[config.mk]
export PLATFORM = sky130hd
export DESIGN_NAME = ccc_top
export DESIGN_NICKNAME = d
export VERILOG_FILES = /design/src/hdl/ccc_pkg.sv /design/src/hdl/ccc_top.sv
export SDC_FILE = /design/constraint.sdc
export NUM_CORES = 1
export LEC_CHECK = 0
export ABC_AREA = 1
export BUFFER_PORTS_ARGS = -buffer_cell sky130_fd_sc_hd__buf_2
export CAP_MARGIN = 20
export CORE_MARGIN = 3
export CORE_UTILIZATION = 30
export CTS_BUF_LIST = sky130_fd_sc_hd__clkbuf_8
export DETAILED_ROUTE_END_ITERATION = 16
export PLACE_DENSITY = 0.51
export SYNTH_ARGS = -nofsm -noshare
export SYNTH_HDL_FRONTEND = slang
export SYNTH_SLANG_ARGS = --single-unit
[constraint.sdc]
create_clock -name core_clk_i -period 17.2 [get_ports core_clk_i]
set_input_delay 5.16 -clock core_clk_i [delete_from_list [all_inputs] [get_ports core_clk_i]]
set_output_delay 5.16 -clock core_clk_i [all_outputs]
set_load 0.02 [all_outputs]
[src/hdl/ccc_pkg.sv]
// Purpose: shared constants, register layout and types of the charge-cycle control block
// Assumes: 100 MHz core clock, 1 ms internal timebase
// Notes:   timer figures are counted in 1 ms timebase ticks
package ccc_pkg;
    // clock and timebase
    localparam int CLK_PERIOD_NS    = 10;
    localparam int TICK_PERIOD_NS   = 1_000_000;
    localparam int TICK_CYCLES      = TICK_PERIOD_NS / CLK_PERIOD_NS;
    localparam int INT_PULSE_NS     = 256_000;
    localparam int INT_PULSE_CYCLES = INT_PULSE_NS / CLK_PERIOD_NS;
    localparam logic [9:0] BLINK_TICKS = 10'h1f4;  // 500 ms half period, 1 Hz blink
    // safety and usb timer lengths in ms
    localparam logic [26:0] T_1H_MS  = 27'h036ee80;
    localparam logic [26:0] T_5H_MS  = 27'h112a880;
    localparam logic [26:0] T_8H_MS  = 27'h1b77400;
    localparam logic [26:0] T_12H_MS = 27'h2932e00;
    localparam logic [26:0] T_20H_MS = 27'h44aa200;
    localparam logic [26:0] T_45M_MS = 27'h02932e0;
    // register byte offsets
    localparam logic [7:0] REG_CTRL = 8'h00;
    localparam logic [7:0] REG_FAST = 8'h04;
    localparam logic [7:0] REG_PRE  = 8'h08;
    localparam logic [7:0] REG_TERM = 8'h0c;
    localparam logic [7:0] REG_COMP = 8'h10;
    localparam logic [7:0] REG_MISC = 8'h14;
    localparam logic [7:0] REG_STAT = 8'h18;
    localparam logic [7:0] REG_VREG = 8'h1c;
    // reset values and writable masks
    localparam logic [7:0]  CTRL_RST = 8'h10;
    localparam logic [7:0]  FAST_RST = 8'h60;
    localparam logic [7:0]  PRE_RST  = 8'h10;
    localparam logic [7:0]  TERM_RST = 8'h8a;
    localparam logic [7:0]  COMP_RST = 8'h00;
    localparam logic [7:0]  MISC_RST = 8'h40;
    localparam logic [12:0] VREG_RST = 13'h1070;
    localparam logic [7:0]  CTRL_MSK = 8'h33;
    localparam logic [7:0]  FAST_MSK = 8'hfd;
    localparam logic [7:0]  PRE_MSK  = 8'hf0;
    localparam logic [7:0]  TERM_MSK = 8'hcf;
    localparam logic [7:0]  COMP_MSK = 8'hfc;
    localparam logic [7:0]  MISC_MSK = 8'h50;
    // field positions
    localparam int CTRL_HIZ   = 0;
    localparam int CTRL_HOST  = 1;
    localparam int CTRL_SWRST = 7;
    localparam int FAST_RED   = 0;
    localparam int TERM_COOL  = 0;
    localparam int TERM_TMREN = 3;
    localparam int TERM_EARLY = 6;
    localparam int TERM_EN    = 7;
    localparam int MISC_WARM  = 4;
    localparam int MISC_SLOW  = 6;
    // currents, voltages and resistances in mA, mV and mOhm
    localparam logic [12:0] I_SHORT_MA    = 13'h0064;
    localparam logic [12:0] PRE_BASE_MA   = 13'h0080;
    localparam logic [12:0] PRE_STEP_MA   = 13'h0080;
    localparam logic [12:0] FAST_BASE_MA  = 13'h0200;
    localparam logic [12:0] FAST_STEP_MA  = 13'h0040;
    localparam logic [12:0] V_WARM_HI_MV  = 13'h1068;
    localparam logic [12:0] V_WARM_LO_MV  = 13'h0fd2;
    localparam logic [19:0] R_STEP_MOHM   = 20'h0000a;
    localparam logic [19:0] CLAMP_STEP_MV = 20'h00010;
    localparam logic [19:0] MOHM_PER_OHM  = 20'h003e8;
    // phase and fault codes
    localparam logic [1:0] PH_OFF  = 2'b00;
    localparam logic [1:0] PH_PRE  = 2'b01;
    localparam logic [1:0] PH_FAST = 2'b10;
    localparam logic [1:0] PH_DONE = 2'b11;
    localparam logic [1:0] CFG_CHG = 2'b01;
    localparam logic [1:0] FLT_CHG = 2'b11;

    typedef enum logic [5:0] {
        ST_IDLE  = 6'b000001,
        ST_PRE   = 6'b000010,
        ST_FAST  = 6'b000100,
        ST_SUSP  = 6'b001000,
        ST_DONE  = 6'b010000,
        ST_FAULT = 6'b100000
    } ccc_state_t;

    typedef struct packed {
        logic vbat_below_2v;
        logic vbat_below_3v;
        logic vbat_below_low;
        logic vbat_above_rechg;
        logic ichg_below_term;
        logic ichg_below_800;
        logic ts_in_window;
        logic ts_cool;
        logic ts_warm;
        logic input_power_limit_loop;
        logic thermal_loop;
        logic usb100_source;
    } ccc_sense_t;

    typedef struct packed {
        logic [12:0] ichg_ma;
        logic [12:0] vreg_mv;
    } ccc_drive_t;
endpackage

[src/hdl/ccc_top.sv]
// Purpose: charge phase sequencing, termination and safety timer with an apb register file
// Assumes: comparator and loop flags are synchronous to core_clk_i
// Notes:   apb answers in the second access cycle; timers run off a 1 ms prescaler
//
// The implementer's own choices: the placing of the registers and register access over APB.
`timescale 1ns/1ps
// Overview of operation
// - phases run precondition, constant current, constant voltage
// - current and phase code chosen by battery voltage
// - precharge 256 mA, fast 2048 mA after reset
// - regulation loops suspend termination, halve timer rate
// - target raised by lesser of IR drop, clamp
// - start only inside thermistor window, leaving it suspends
// - warm zone regulates 4.2 V or 4.05 V
// - cool zone may cut current to 20%
// - terminate when full, battery switch off
// - termination sets fault field 11, interrupts host
// - no automatic termination while termination disabled
// - early done releases status pin below 800 mA
// - default mode 5 h timer, expiry sets input off
// - host mode uses duration field, expiry clears input off
// - low battery limits safety timer to 1 h
// - timer expiry sets fault field 11, interrupts
// - timer stopped while timer enable cleared
// - listed events restart the safety timer
// - slowdown disable keeps full timer rate
// - default mode usb 100 mA caps at 45 min
// - interrupt is one 256 us low pulse
// - phase field codes off, pre, fast, done
module ccc_top #(
    parameter int TICK_CYC = ccc_pkg::TICK_CYCLES,
    parameter int INT_CYC  = ccc_pkg::INT_PULSE_CYCLES
) (
    // clock and reset
    input  wire logic                core_clk_i,
    input  wire logic                resetn_i,
    // apb slave
    input  wire logic                psel_i,
    input  wire logic                penable_i,
    input  wire logic                pwrite_i,
    input  wire logic [7:0]          paddr_i,
    input  wire logic [31:0]         pwdata_i,
    output logic      [31:0]         prdata_o,
    output logic                     pready_o,
    output logic                     pslverr_o,
    // sensing and pins
    input  wire ccc_pkg::ccc_sense_t sense_i,
    input  wire logic                ce_n_i,
    input  wire logic                supplement_req_i,
    // charge control
    output ccc_pkg::ccc_drive_t      drive_o,
    output logic      [1:0]          phase_o,
    output logic                     bat_switch_o,
    output logic                     stat_oe_o,
    output logic                     int_n_o,
    output logic                     hiz_o
);
    import ccc_pkg::*;

    ccc_state_t  state_reg;
    ccc_state_t  state_next;
    logic [7:0]  ctrl_reg;
    logic [7:0]  fast_reg;
    logic [7:0]  pre_reg;
    logic [7:0]  term_reg;
    logic [7:0]  comp_reg;
    logic [7:0]  misc_reg;
    logic [12:0] vreg_reg;
    logic [1:0]  fault_reg;
    logic [26:0] timer_reg;
    logic [26:0] usb_reg;
    logic [31:0] tick_reg;
    logic [31:0] int_reg;
    logic [9:0]  blink_cnt;
    logic        blink_reg;
    logic        half_reg;
    logic        ce_prev;
    logic        start_cycle;
    logic        int_ev;
    logic [12:0] ichg_next;
    logic [12:0] vreg_next;
    logic [19:0] ir_mv;
    logic [19:0] clamp_mv;

    // timer length for the present battery level and mode
    function automatic logic [26:0] timer_limit(input logic low, input logic host, input logic [1:0] dur);
        if (low)
            return T_1H_MS;
        if (!host)
            return T_5H_MS;
        case (dur)
            2'b00:   return T_5H_MS;
            2'b01:   return T_8H_MS;
            2'b10:   return T_12H_MS;
            default: return T_20H_MS;
        endcase
    endfunction

    // fast-charge current in mA from its field
    function automatic logic [12:0] fast_ma(input logic [5:0] code);
        return FAST_BASE_MA + 13'(code) * FAST_STEP_MA;
    endfunction

    // apb strobes: a transfer completes when pready is seen high
    wire acc       = psel_i & penable_i & pready_o;
    wire wr        = acc & pwrite_i;
    wire rd        = acc & ~pwrite_i;
    wire sw_rst    = wr && paddr_i == REG_CTRL && pwdata_i[CTRL_SWRST];
    wire input_off_state       = ctrl_reg[CTRL_HIZ];
    wire host_mode = ctrl_reg[CTRL_HOST];
    wire tmr_en    = term_reg[TERM_TMREN];
    wire regulate  = sense_i.input_power_limit_loop | sense_i.thermal_loop;
    wire charging  = state_reg == ST_PRE || state_reg == ST_FAST;
    wire charge_ok = ctrl_reg[5:4] == CFG_CHG && !ce_n_i && !input_off_state;
    wire tick      = tick_reg == 32'(TICK_CYC - 1);
    wire mapped    = paddr_i[1:0] == 2'b00 && paddr_i <= REG_VREG;

    // restart events of the safety timer
    wire ce_rise   = ce_n_i & ~ce_prev;
    wire cfg_on    = wr && paddr_i == REG_CTRL && ctrl_reg[5:4] == 2'b00 && pwdata_i[5:4] == CFG_CHG;
    wire ten_on    = wr && paddr_i == REG_TERM && !tmr_en && pwdata_i[TERM_TMREN];
    wire ext_rst   = ce_rise | cfg_on | ten_on | sw_rst;
    wire hiz_clr   = wr && paddr_i == REG_CTRL && input_off_state && !pwdata_i[CTRL_HIZ];

    // timer expiry and termination conditions
    wire tmr_exp   = charging && tmr_en
                     && timer_reg >= timer_limit(sense_i.vbat_below_low, host_mode, term_reg[2:1]);
    wire usb_exp   = charging && !host_mode && sense_i.usb100_source && usb_reg >= T_45M_MS;
    wire terminate = state_reg == ST_FAST && term_reg[TERM_EN] && !regulate
                     && sense_i.vbat_above_rechg && sense_i.ichg_below_term;
    wire slow      = regulate && misc_reg[MISC_SLOW];
    wire advance   = tick && charging && tmr_en && (!slow || half_reg);

    // charge phase sequencing
    always_comb begin
        state_next  = state_reg;
        start_cycle = 1'b0;
        unique case (state_reg)
            ST_IDLE: begin
                if (charge_ok && sense_i.ts_in_window) begin
                    start_cycle = 1'b1;
                    state_next  = sense_i.vbat_below_3v ? ST_PRE : ST_FAST;
                end
            end
            ST_PRE, ST_FAST: begin
                if (!charge_ok)
                    state_next = ST_IDLE;
                else if (tmr_exp || usb_exp)
                    state_next = ST_FAULT;
                else if (!sense_i.ts_in_window)
                    state_next = ST_SUSP;
                else if (terminate)
                    state_next = ST_DONE;
                else if (state_reg == ST_PRE && !sense_i.vbat_below_3v)
                    state_next = ST_FAST;
            end
            ST_SUSP: begin
                if (!charge_ok)
                    state_next = ST_IDLE;
                else if (sense_i.ts_in_window)
                    state_next = sense_i.vbat_below_3v ? ST_PRE : ST_FAST;
            end
            ST_DONE: begin
                if (!charge_ok)
                    state_next = ST_IDLE;
                else if (!sense_i.vbat_above_rechg && sense_i.ts_in_window) begin
                    start_cycle = 1'b1;                        // recharge is a new cycle
                    state_next  = sense_i.vbat_below_3v ? ST_PRE : ST_FAST;
                end
            end
            ST_FAULT: begin
                if (ext_rst || hiz_clr)
                    state_next = ST_IDLE;
            end
        endcase
        int_ev = (state_next == ST_DONE && state_reg != ST_DONE)
                 || (state_next == ST_FAULT && state_reg != ST_FAULT);
    end

    // state register, software reset returns to idle
    always_ff @(posedge core_clk_i) begin
        if (!resetn_i || sw_rst)
            state_reg <= ST_IDLE;
        else
            state_reg <= state_next;
    end

    // prescaler and timebase derived half-rate and blink flags
    always_ff @(posedge core_clk_i) begin
        if (!resetn_i) begin
            tick_reg  <= 32'h0;
            half_reg  <= 1'b0;
            blink_cnt <= 10'h0;
            blink_reg <= 1'b0;
            ce_prev   <= 1'b1;
        end else begin
            tick_reg <= tick ? 32'h0 : tick_reg + 32'h1;
            ce_prev  <= ce_n_i;
            if (tick && charging && slow)
                half_reg <= ~half_reg;
            if (tick) begin
                blink_cnt <= (blink_cnt == BLINK_TICKS - 10'h1) ? 10'h0 : blink_cnt + 10'h1;
                if (blink_cnt == BLINK_TICKS - 10'h1)
                    blink_reg <= ~blink_reg;
            end
        end
    end

    // safety timer and usb total-time timer
    always_ff @(posedge core_clk_i) begin
        if (!resetn_i) begin
            timer_reg <= 27'h0;
            usb_reg   <= 27'h0;
        end else begin
            if (start_cycle || ext_rst)
                timer_reg <= 27'h0;
            else if (advance)
                timer_reg <= timer_reg + 27'h1;
            if (start_cycle || sw_rst)
                usb_reg <= 27'h0;
            else if (tick && charging && usb_reg != T_45M_MS)
                usb_reg <= usb_reg + 27'h1;
        end
    end

    // software registers, hardware updates of the input-off bit win
    always_ff @(posedge core_clk_i) begin
        if (!resetn_i || sw_rst) begin
            ctrl_reg <= CTRL_RST;
            fast_reg <= FAST_RST;
            pre_reg  <= PRE_RST;
            term_reg <= TERM_RST;
            comp_reg <= COMP_RST;
            misc_reg <= MISC_RST;
            vreg_reg <= VREG_RST;
        end else begin
            if (wr) begin
                unique case (paddr_i)
                    REG_CTRL: ctrl_reg <= pwdata_i[7:0] & CTRL_MSK;
                    REG_FAST: fast_reg <= pwdata_i[7:0] & FAST_MSK;
                    REG_PRE:  pre_reg  <= pwdata_i[7:0] & PRE_MSK;
                    REG_TERM: term_reg <= pwdata_i[7:0] & TERM_MSK;
                    REG_COMP: comp_reg <= pwdata_i[7:0] & COMP_MSK;
                    REG_MISC: misc_reg <= pwdata_i[7:0] & MISC_MSK;
                    REG_VREG: vreg_reg <= pwdata_i[12:0];
                    default:  ;
                endcase
            end
            if (state_next == ST_FAULT && state_reg != ST_FAULT)
                ctrl_reg[CTRL_HIZ] <= !host_mode;
        end
    end

    // fault field: set on completion or expiry, cleared by a status read
    always_ff @(posedge core_clk_i) begin
        if (!resetn_i || sw_rst)
            fault_reg <= 2'b00;
        else if (int_ev)
            fault_reg <= FLT_CHG;
        else if (rd && paddr_i == REG_STAT)
            fault_reg <= 2'b00;
    end

    // interrupt pulse generator
    always_ff @(posedge core_clk_i) begin
        if (!resetn_i) begin
            int_reg <= 32'h0;
            int_n_o <= 1'b1;
        end else if (int_ev) begin
            int_reg <= 32'(INT_CYC - 1);
            int_n_o <= 1'b0;
        end else if (int_reg != 32'h0) begin
            int_reg <= int_reg - 32'h1;
        end else begin
            int_n_o <= 1'b1;
        end
    end

    // current and voltage targets
    always_comb begin
        ir_mv    = 20'(drive_o.ichg_ma) * 20'(comp_reg[7:5]) * R_STEP_MOHM / MOHM_PER_OHM;
        clamp_mv = 20'(comp_reg[4:2]) * CLAMP_STEP_MV;
        if (state_reg == ST_PRE)
            ichg_next = sense_i.vbat_below_2v ? I_SHORT_MA
                        : PRE_BASE_MA + 13'(pre_reg[7:4]) * PRE_STEP_MA;
        else if (state_reg != ST_FAST)
            ichg_next = 13'h0;
        else if ((sense_i.ts_cool && term_reg[TERM_COOL]) || fast_reg[FAST_RED])
            ichg_next = fast_ma(fast_reg[7:2]) / 13'h5;
        else
            ichg_next = fast_ma(fast_reg[7:2]);
        if (sense_i.ts_warm)
            vreg_next = misc_reg[MISC_WARM] ? V_WARM_HI_MV : V_WARM_LO_MV;
        else
            vreg_next = vreg_reg + 13'(ir_mv < clamp_mv ? ir_mv : clamp_mv);
    end

    // registered outputs toward the power stage and pins
    always_ff @(posedge core_clk_i) begin
        if (!resetn_i) begin
            drive_o      <= '0;
            phase_o      <= PH_OFF;
            bat_switch_o <= 1'b0;
            stat_oe_o    <= 1'b0;
            hiz_o        <= 1'b0;
        end else begin
            drive_o.ichg_ma <= ichg_next;
            drive_o.vreg_mv <= vreg_next;
            hiz_o           <= input_off_state;
            bat_switch_o    <= charging | supplement_req_i;
            unique case (state_reg)
                ST_PRE:  phase_o <= PH_PRE;
                ST_FAST: phase_o <= PH_FAST;
                ST_SUSP: phase_o <= sense_i.vbat_below_3v ? PH_PRE : PH_FAST;
                ST_DONE: phase_o <= PH_DONE;
                default: phase_o <= PH_OFF;
            endcase
            if (state_reg == ST_SUSP || state_reg == ST_FAULT)
                stat_oe_o <= blink_reg;
            else if (state_reg == ST_FAST && term_reg[TERM_EARLY] && sense_i.ichg_below_800)
                stat_oe_o <= 1'b0;
            else
                stat_oe_o <= charging;
        end
    end

    // apb slave: one wait cycle, registered read data
    always_ff @(posedge core_clk_i) begin
        if (!resetn_i) begin
            pready_o  <= 1'b0;
            pslverr_o <= 1'b0;
            prdata_o  <= 32'h0;
        end else begin
            pready_o  <= psel_i & penable_i & ~pready_o;
            pslverr_o <= psel_i & penable_i & ~pready_o & ~mapped;
            if (psel_i && penable_i && !pready_o && !pwrite_i) begin
                unique case (paddr_i)
                    REG_CTRL: prdata_o <= {24'h0, ctrl_reg};
                    REG_FAST: prdata_o <= {24'h0, fast_reg};
                    REG_PRE:  prdata_o <= {24'h0, pre_reg};
                    REG_TERM: prdata_o <= {24'h0, term_reg};
                    REG_COMP: prdata_o <= {24'h0, comp_reg};
                    REG_MISC: prdata_o <= {24'h0, misc_reg};
                    REG_STAT: prdata_o <= {26'h0, input_off_state, regulate, fault_reg, phase_o};
                    REG_VREG: prdata_o <= {19'h0, vreg_reg};
                    default:  prdata_o <= 32'h0;
                endcase
            end
        end
    end

    // checks
    int_pulse_low_a: assert property (@(posedge core_clk_i) disable iff (!resetn_i)
        $fell(int_n_o) |=> !int_n_o [*8]) else $error("interrupt pulse too short");
    done_fault_a: assert property (@(posedge core_clk_i) disable iff (!resetn_i)
        (state_reg != ST_DONE && state_next == ST_DONE && !sw_rst) |=> fault_reg == FLT_CHG && !int_n_o)
        else $error("termination did not flag the host");
    no_term_a: assert property (@(posedge core_clk_i) disable iff (!resetn_i)
        (state_reg == ST_FAST && !term_reg[TERM_EN] && charge_ok) |=> state_reg != ST_DONE)
        else $error("terminated while termination disabled");
    timer_hold_a: assert property (@(posedge core_clk_i) disable iff (!resetn_i)
        (!tmr_en && !start_cycle && !ext_rst) |=> $stable(timer_reg)) else $error("timer ran while disabled");
    short_current_a: assert property (@(posedge core_clk_i) disable iff (!resetn_i)
        (state_reg == ST_PRE && sense_i.vbat_below_2v) |=> drive_o.ichg_ma == I_SHORT_MA)
        else $error("battery short current wrong");
    warm_volt_a: assert property (@(posedge core_clk_i) disable iff (!resetn_i)
        sense_i.ts_warm |=> drive_o.vreg_mv == ($past(misc_reg[MISC_WARM]) ? V_WARM_HI_MV : V_WARM_LO_MV))
        else $error("warm zone voltage wrong");
    window_start_a: assert property (@(posedge core_clk_i) disable iff (!resetn_i)
        (state_reg == ST_IDLE && !sense_i.ts_in_window) |=> state_reg == ST_IDLE)
        else $error("cycle started outside thermistor window");
    expiry_hiz_a: assert property (@(posedge core_clk_i) disable iff (!resetn_i)
        (charging && charge_ok && tmr_exp && !host_mode && !sw_rst) |=> input_off_state ##1 hiz_o)
        else $error("default mode expiry did not set input off");
    early_done_a: assert property (@(posedge core_clk_i) disable iff (!resetn_i)
        (state_reg == ST_FAST && term_reg[TERM_EARLY] && sense_i.ichg_below_800) |=> !stat_oe_o)
        else $error("early done not shown on status pin");
endmodule

# --- Word level (Yosys, flattened, before mapping) ---
# Index checks and enable logic that the tools add are counted.
classes:
  shifts: 0
  reduce_logical: 84
  order_cmp: 4
  bitwise: 19
  mul: 2
  n_eq_ne: 26
  mux: 47
  addsub: 8
  div_mod_pow: 2
ops:
  columns: ["operator", "count"]
  rows:
  - ["2-to-1 mux 27 bit", 4]
  - ["case mux 13 bit (8 select lines)", 1]
  - ["case mux 27 bit (3 select lines)", 1]
  - ["2-to-1 mux 13 bit", 6]
  - ["2-to-1 mux 6 bit", 11]
  - ["adder 27 x 1 -> 27 bit, second input constant", 2]
  - ["logical AND 1 bit", 39]
  - ["adder 32 x 1 -> 32 bit, second input constant", 1]
  - ["== test 32 x 17 -> 1 bit, second input constant", 1]
  - ["== test 8 x 5 -> 1 bit, second input constant", 4]
  - ["nonzero test 32 bit", 1]
  - ["subtractor 32 x 1 -> 32 bit, second input constant", 1]
  - ["2-to-1 mux 15 bit", 2]
  - ["case mux 6 bit (5 select lines)", 1]
  - [">= comparator 27 x 22 -> 1 bit, second input constant", 1]
  - [">= comparator 27 bit", 1]
  - ["inequality test 27 x 22 -> 1 bit, second input constant", 1]
  - ["divider 20 x 10 -> 20 bit, second input constant", 1]
  - ["less-than comparator 20 x 7 -> 1 bit", 1]
  - ["multiplier 16 x 3 -> 19 bit, second input constant", 1]
  - ["AND reduction 2 bit", 9]
  - ["== test 8 x 4 -> 1 bit, second input constant", 2]
  - ["multiplier 13 x 3 -> 16 bit", 1]
  - ["adder 10 x 12 -> 13 bit, first input constant", 1]
  - ["other kinds (35)", 98]
totals:
  mem_count: 0
  regBits: 247
  output_inout_bits: 66
  mem_bits_ro: 0
  word_cells: 221
  inputBits: 59
  ram_bits: 0
  latchBits: 0

# --- Logic depth before layout (Yosys ltp) ---
logic_depth:
  ltp_word: 16
  mapped_depth: 98
  mapped_depth_nobuf: 97

# --- Worst setup path after synthesis ---
# OpenSTA, ideal clock, no wires.
synth_timing:
  kind: "flip-flop to flip-flop"
  start: "reg comp_reg[6]"
  end: "reg drive_o[12] (netlist bit)"
  period_less_slack_ps: 10858
  arrival_time_ps: 10743
  path_buffers: 1
  required_time_ps: 17085
  setup_slack_ps: 6342
  setup_time_ps: 115
  stages_incl_launch_ff: 89
  cell_sequence: "dfxtp_1 clkbuf_1 nand2_1 fa_1 inv_1 ha_1 fa_1 a21oi_1 o21bai_1 a21oi_1 o21bai_1 a21oi_1 o21bai_1 a21o_1 a21oi_1 inv_1 a21oi_1 o21bai_1 [... 53 more ...] nand2_1 nand2_1 a21oi_1 ha_1 fa_1 nand2_1 nand2_1 a21oi_1 o21ai_0 a21oi_1 o21bai_1 a21oi_1 o21ai_0 a21oi_1 nor2_1 xor2_1 o21ai_0 inv_1"
synth_between:
  elab_chain_len: 7
synth_rtl:
  columns: ["element", "line_no", "source"]
  rows:
  - ["from (decl)", "ccc_top.sv:66", "logic [7:0] comp_reg;"]
  - ["from (signal assigned)", "ccc_top.sv:243", "REG_COMP: comp_reg <= pwdata_i[7:0] & COMP_MSK;"]
  - ["multiplier 13 x 3 -> 16 bit *", "ccc_top.sv:281", "ir_mv = 20'(drive_o.ichg_ma) * 20'(comp_reg[7:5]) * R_STEP_MOHM / MOHM_PER_OHM;"]
  - ["multiplier 16 x 3 -> 19 bit *", "ccc_top.sv:281", null]
  - ["divider 20 x 10 -> 20 bit *", "ccc_top.sv:281", null]
  - ["less-than comparator 20 x 7 -> 1 bit", "ccc_top.sv:295", "vreg_next = vreg_reg + 13'(ir_mv < clamp_mv ? ir_mv : clamp_mv);"]
  - ["2-to-1 mux 13 bit *", "ccc_top.sv:295", null]
  - ["adder 13 bit *", "ccc_top.sv:295", null]
  - ["2-to-1 mux 13 bit *", "ccc_top.sv:292", "if (sense_i.ts_warm)"]
  - ["to (decl)", "ccc_top.sv:51", "output ccc_pkg::ccc_drive_t drive_o,"]
# Mark *: on every way between the ends. The rest lies on a longest branch, timed or not.
# A chain may end at the register's enable or synchronous reset.

# --- Final worst setup path ---
layout_timing:
  start: "reg comp_reg[7]"
  end: "reg drive_o[12] (netlist bit)"
# Same word-level chain as after synthesis.

==> out/qor.txt <==
status: finished, final reports clean
RePlAce Congestion: 0.842
Clk pwr share: 38.2%
I/O pin cnt: 125
Post-synth ARST share: 0%
H-tree depth: 2
Min Clock Period, post-route: 12.91 ns
fin cells: 3564
WS Path Type: reg2reg
Top FF cell, synth: dfxtp_1
initial DRC count: 893
DP Wirelength: 36700 µm
CP Data Arrival Time: 13.38 ns
worst skew pair latency: 0.59 ns
Ys Warns: 0
Root Driver: clkbuf_8
Inserted Clock Buffers: 40
internal cell power: 0.894 mW
GRT Util Overall: 15.1%
Gates resized, CTS repair: 0
most common cell in the netlist: nand2_1
peak supply drop: 0.0539 mV
Worst path most repeated cell: nand2_1
fin nets: 2939
largest net degree at the start of global routing: 34
synth unique cells: 69
Slew Limit Headroom: 24.7%
flops & latches, synth: 227
Vias: 16669
first-pass GRT wire length: 76500 µm
die width: 246 µm
maxcap violations: 0
top cells by instance count after synthesis: nand2_1, inv_1, nor2_1
residual DRC count: 0
worst min path class: reg2reg
slowest stage delay, CP: 0.73 ns
register area share after synthesis: 26.3%
Routed Antenna Nets: 0
startpoint types: flip-flop
Mean Syn Cell Area: 6.48 µm²
grt total ovfl: 0
maximum buffer depth of the clock tree: 3
clk slew on worst S/H paths: 0.07 ns
Netlist Area Pre-Place: 0.0173 mm²
Net Sw Frac: 30.8%
DP Cell Count: 3490
CP Capture Type: flip-flop
Synth area leaders: dfxtp_1, nand2_1, inv_1
Slowest-stage cell, CP: dfxtp_1
CP Data Required Time: 17.67 ns
clock tree sinks: 227
vias in the first global route: 15953
detailed-route vias per instance: 4.68
Comb pwr share: 17.8%
setup TNS: 0 ns
layout cell share with drive strength beyond 1: 11.8%
reported net switching power: 0.397 mW
Slew @ Worst Pin: 1.12 ns
Static Leakage: 8.90 nW
FMAX: 77.5 MHz
Slew Limit Fails: 0
design area: 0.0194 mm²
wirelength, routed: 45800 µm
hold buffers post-CTS: 0
TritonCTS clock tree: yes
clock skew: 0.0373 ns
Tcrit/Tclk final: 75.1%
antenna violations before repair: 3
setup bufs post-CTS: 0
final setup vio count: 0
maximum fanout along the worst path: 15
wire per inst: 12.9 µm
port bufs: 86
final hold violations: 0
Rows: 87
Cell Pwr Density: 66.7 mW/mm²
core region area: 0.0567 mm²
Post-synth EDFFs: 0
Post-Syn Instances: 2669
Area Overhead vs Synth: 11.8%
Final Util: 34.1%
Area after DPL: 0.0186 mm²
area leader, netlist: dfxtp_1
Die Span Y: 246 µm
1st-pass router iterations: 5
RSZ-0062 raised after global routing: false
area share of the largest cell type after synthesis: 26.3%
die outline area: 0.0606 mm²
Flop pwr share: 44.0%
Initial Util: 30.5%
total chip power: 1.29 mW
[critical path: cells and delay by family, from the launching register on]
| family | cells | cell delay (ns) |
|---|---|---|
| xor+xnor | 4 | 0.73 |
| simple gates | 52 | 5.53 |
| buf+inv | 6 | 0.47 |
| fa+ha+maj | 6 | 2.24 |
| compound gates | 21 | 3.08 |
| flops | 1 | 0.73 |
[layout by cell type (no fill, tap or decap), types with 23 or more instances in the layout]
| cell | netlist | final |
|---|---|---|
| nand2_2 | 41 | 41 |
| nand4_1 | 63 | 63 |
| inv_2 | 33 | 33 |
| nor4_1 | 30 | 30 |
| o21ai_0 | 110 | 110 |
| dfxtp_1 | 227 | 227 |
| clkbuf_8 | 0 | 49 |
| nand2_1 | 607 | 607 |
| nor2_1 | 287 | 287 |
| nor3_1 | 68 | 68 |
| inv_1 | 404 | 413 |
| ha_1 | 89 | 89 |
| a21oi_1 | 182 | 182 |
| conb_1 | 1 | 23 |
| nand3_1 | 135 | 135 |
| xor2_1 | 65 | 65 |
| buf_2 | 1 | 86 |
[final timing paths]
kind / from / to / slack [ns] / cells after the start
setup / recovery: comp_reg[7] / drive_o[12] / 4.29 / 89
hold reg to reg: tick_reg[0] / tick_reg[0] / 0.45 / 1
hold / removal: tick_reg[0] / tick_reg[0] / 0.45 / 1
setup reg to reg: comp_reg[7] / drive_o[12] / 4.29 / 89
[per-layer routing]
metal  vias to the layer above  track usage [%]  share of wire, %
met5                         -                0             0.028
met4                         2             4.03               2.1
met3                        64             2.31               3.3
met2                       214             26.3                48
met1                      7596             19.2                47
li1                       8793                -                 -
[cells by family (layout without fill, tap and decap cells)]
family          count (synthesis)  in the layout  share of synthesized area (%)
simple gates                 1340           1340                           36.1
fa+ha+maj                     103            103                           8.05
compound gates                410            410                           13.5
flops                         227            227                           26.3
other cells                     1             24                         0.0217
xor+xnor                       91             91                           4.82
buf+inv                       497            613                           11.2
[final cells by class]
class,count,area (µm²)
Antenna cell,1,2.50
Clock buffer,49,674
Clock inverter,23,108
Fill cell,6192,37400
Inverter,446,1680
Multi-Input combinational cell,1967,10900
Sequential cell,227,4540
Tap cell,756,946
Timing Repair Buffer,95,498
[power groups by stage]
stage	sequential (mW)	clock [mW]	combinational (mW)
after floorplan	0.579	0	0.181
after global placement	0.579	0	0.228
after detailed placement	0.579	0	0.230
after CTS	0.568	0.515	0.231
after global routing	0.572	0.538	0.265
final	0.568	0.492	0.230
[metrics by stage]
| step | hold slack (ns) | worst slack [ns] |
|---|---|---|
| 2_1_floorplan | 0.418 | 6.34 |
| 3_3_place_gp | 0.430 | 4.38 |
| 3_5_place_dp | 0.440 | 4.26 |
| 4_1_cts | 0.453 | 4.19 |
| 5_1_grt | 0.467 | 2.75 |
| 6_report | 0.448 | 4.29 |
Note: power is estimated with default switching activity, not from simulation.
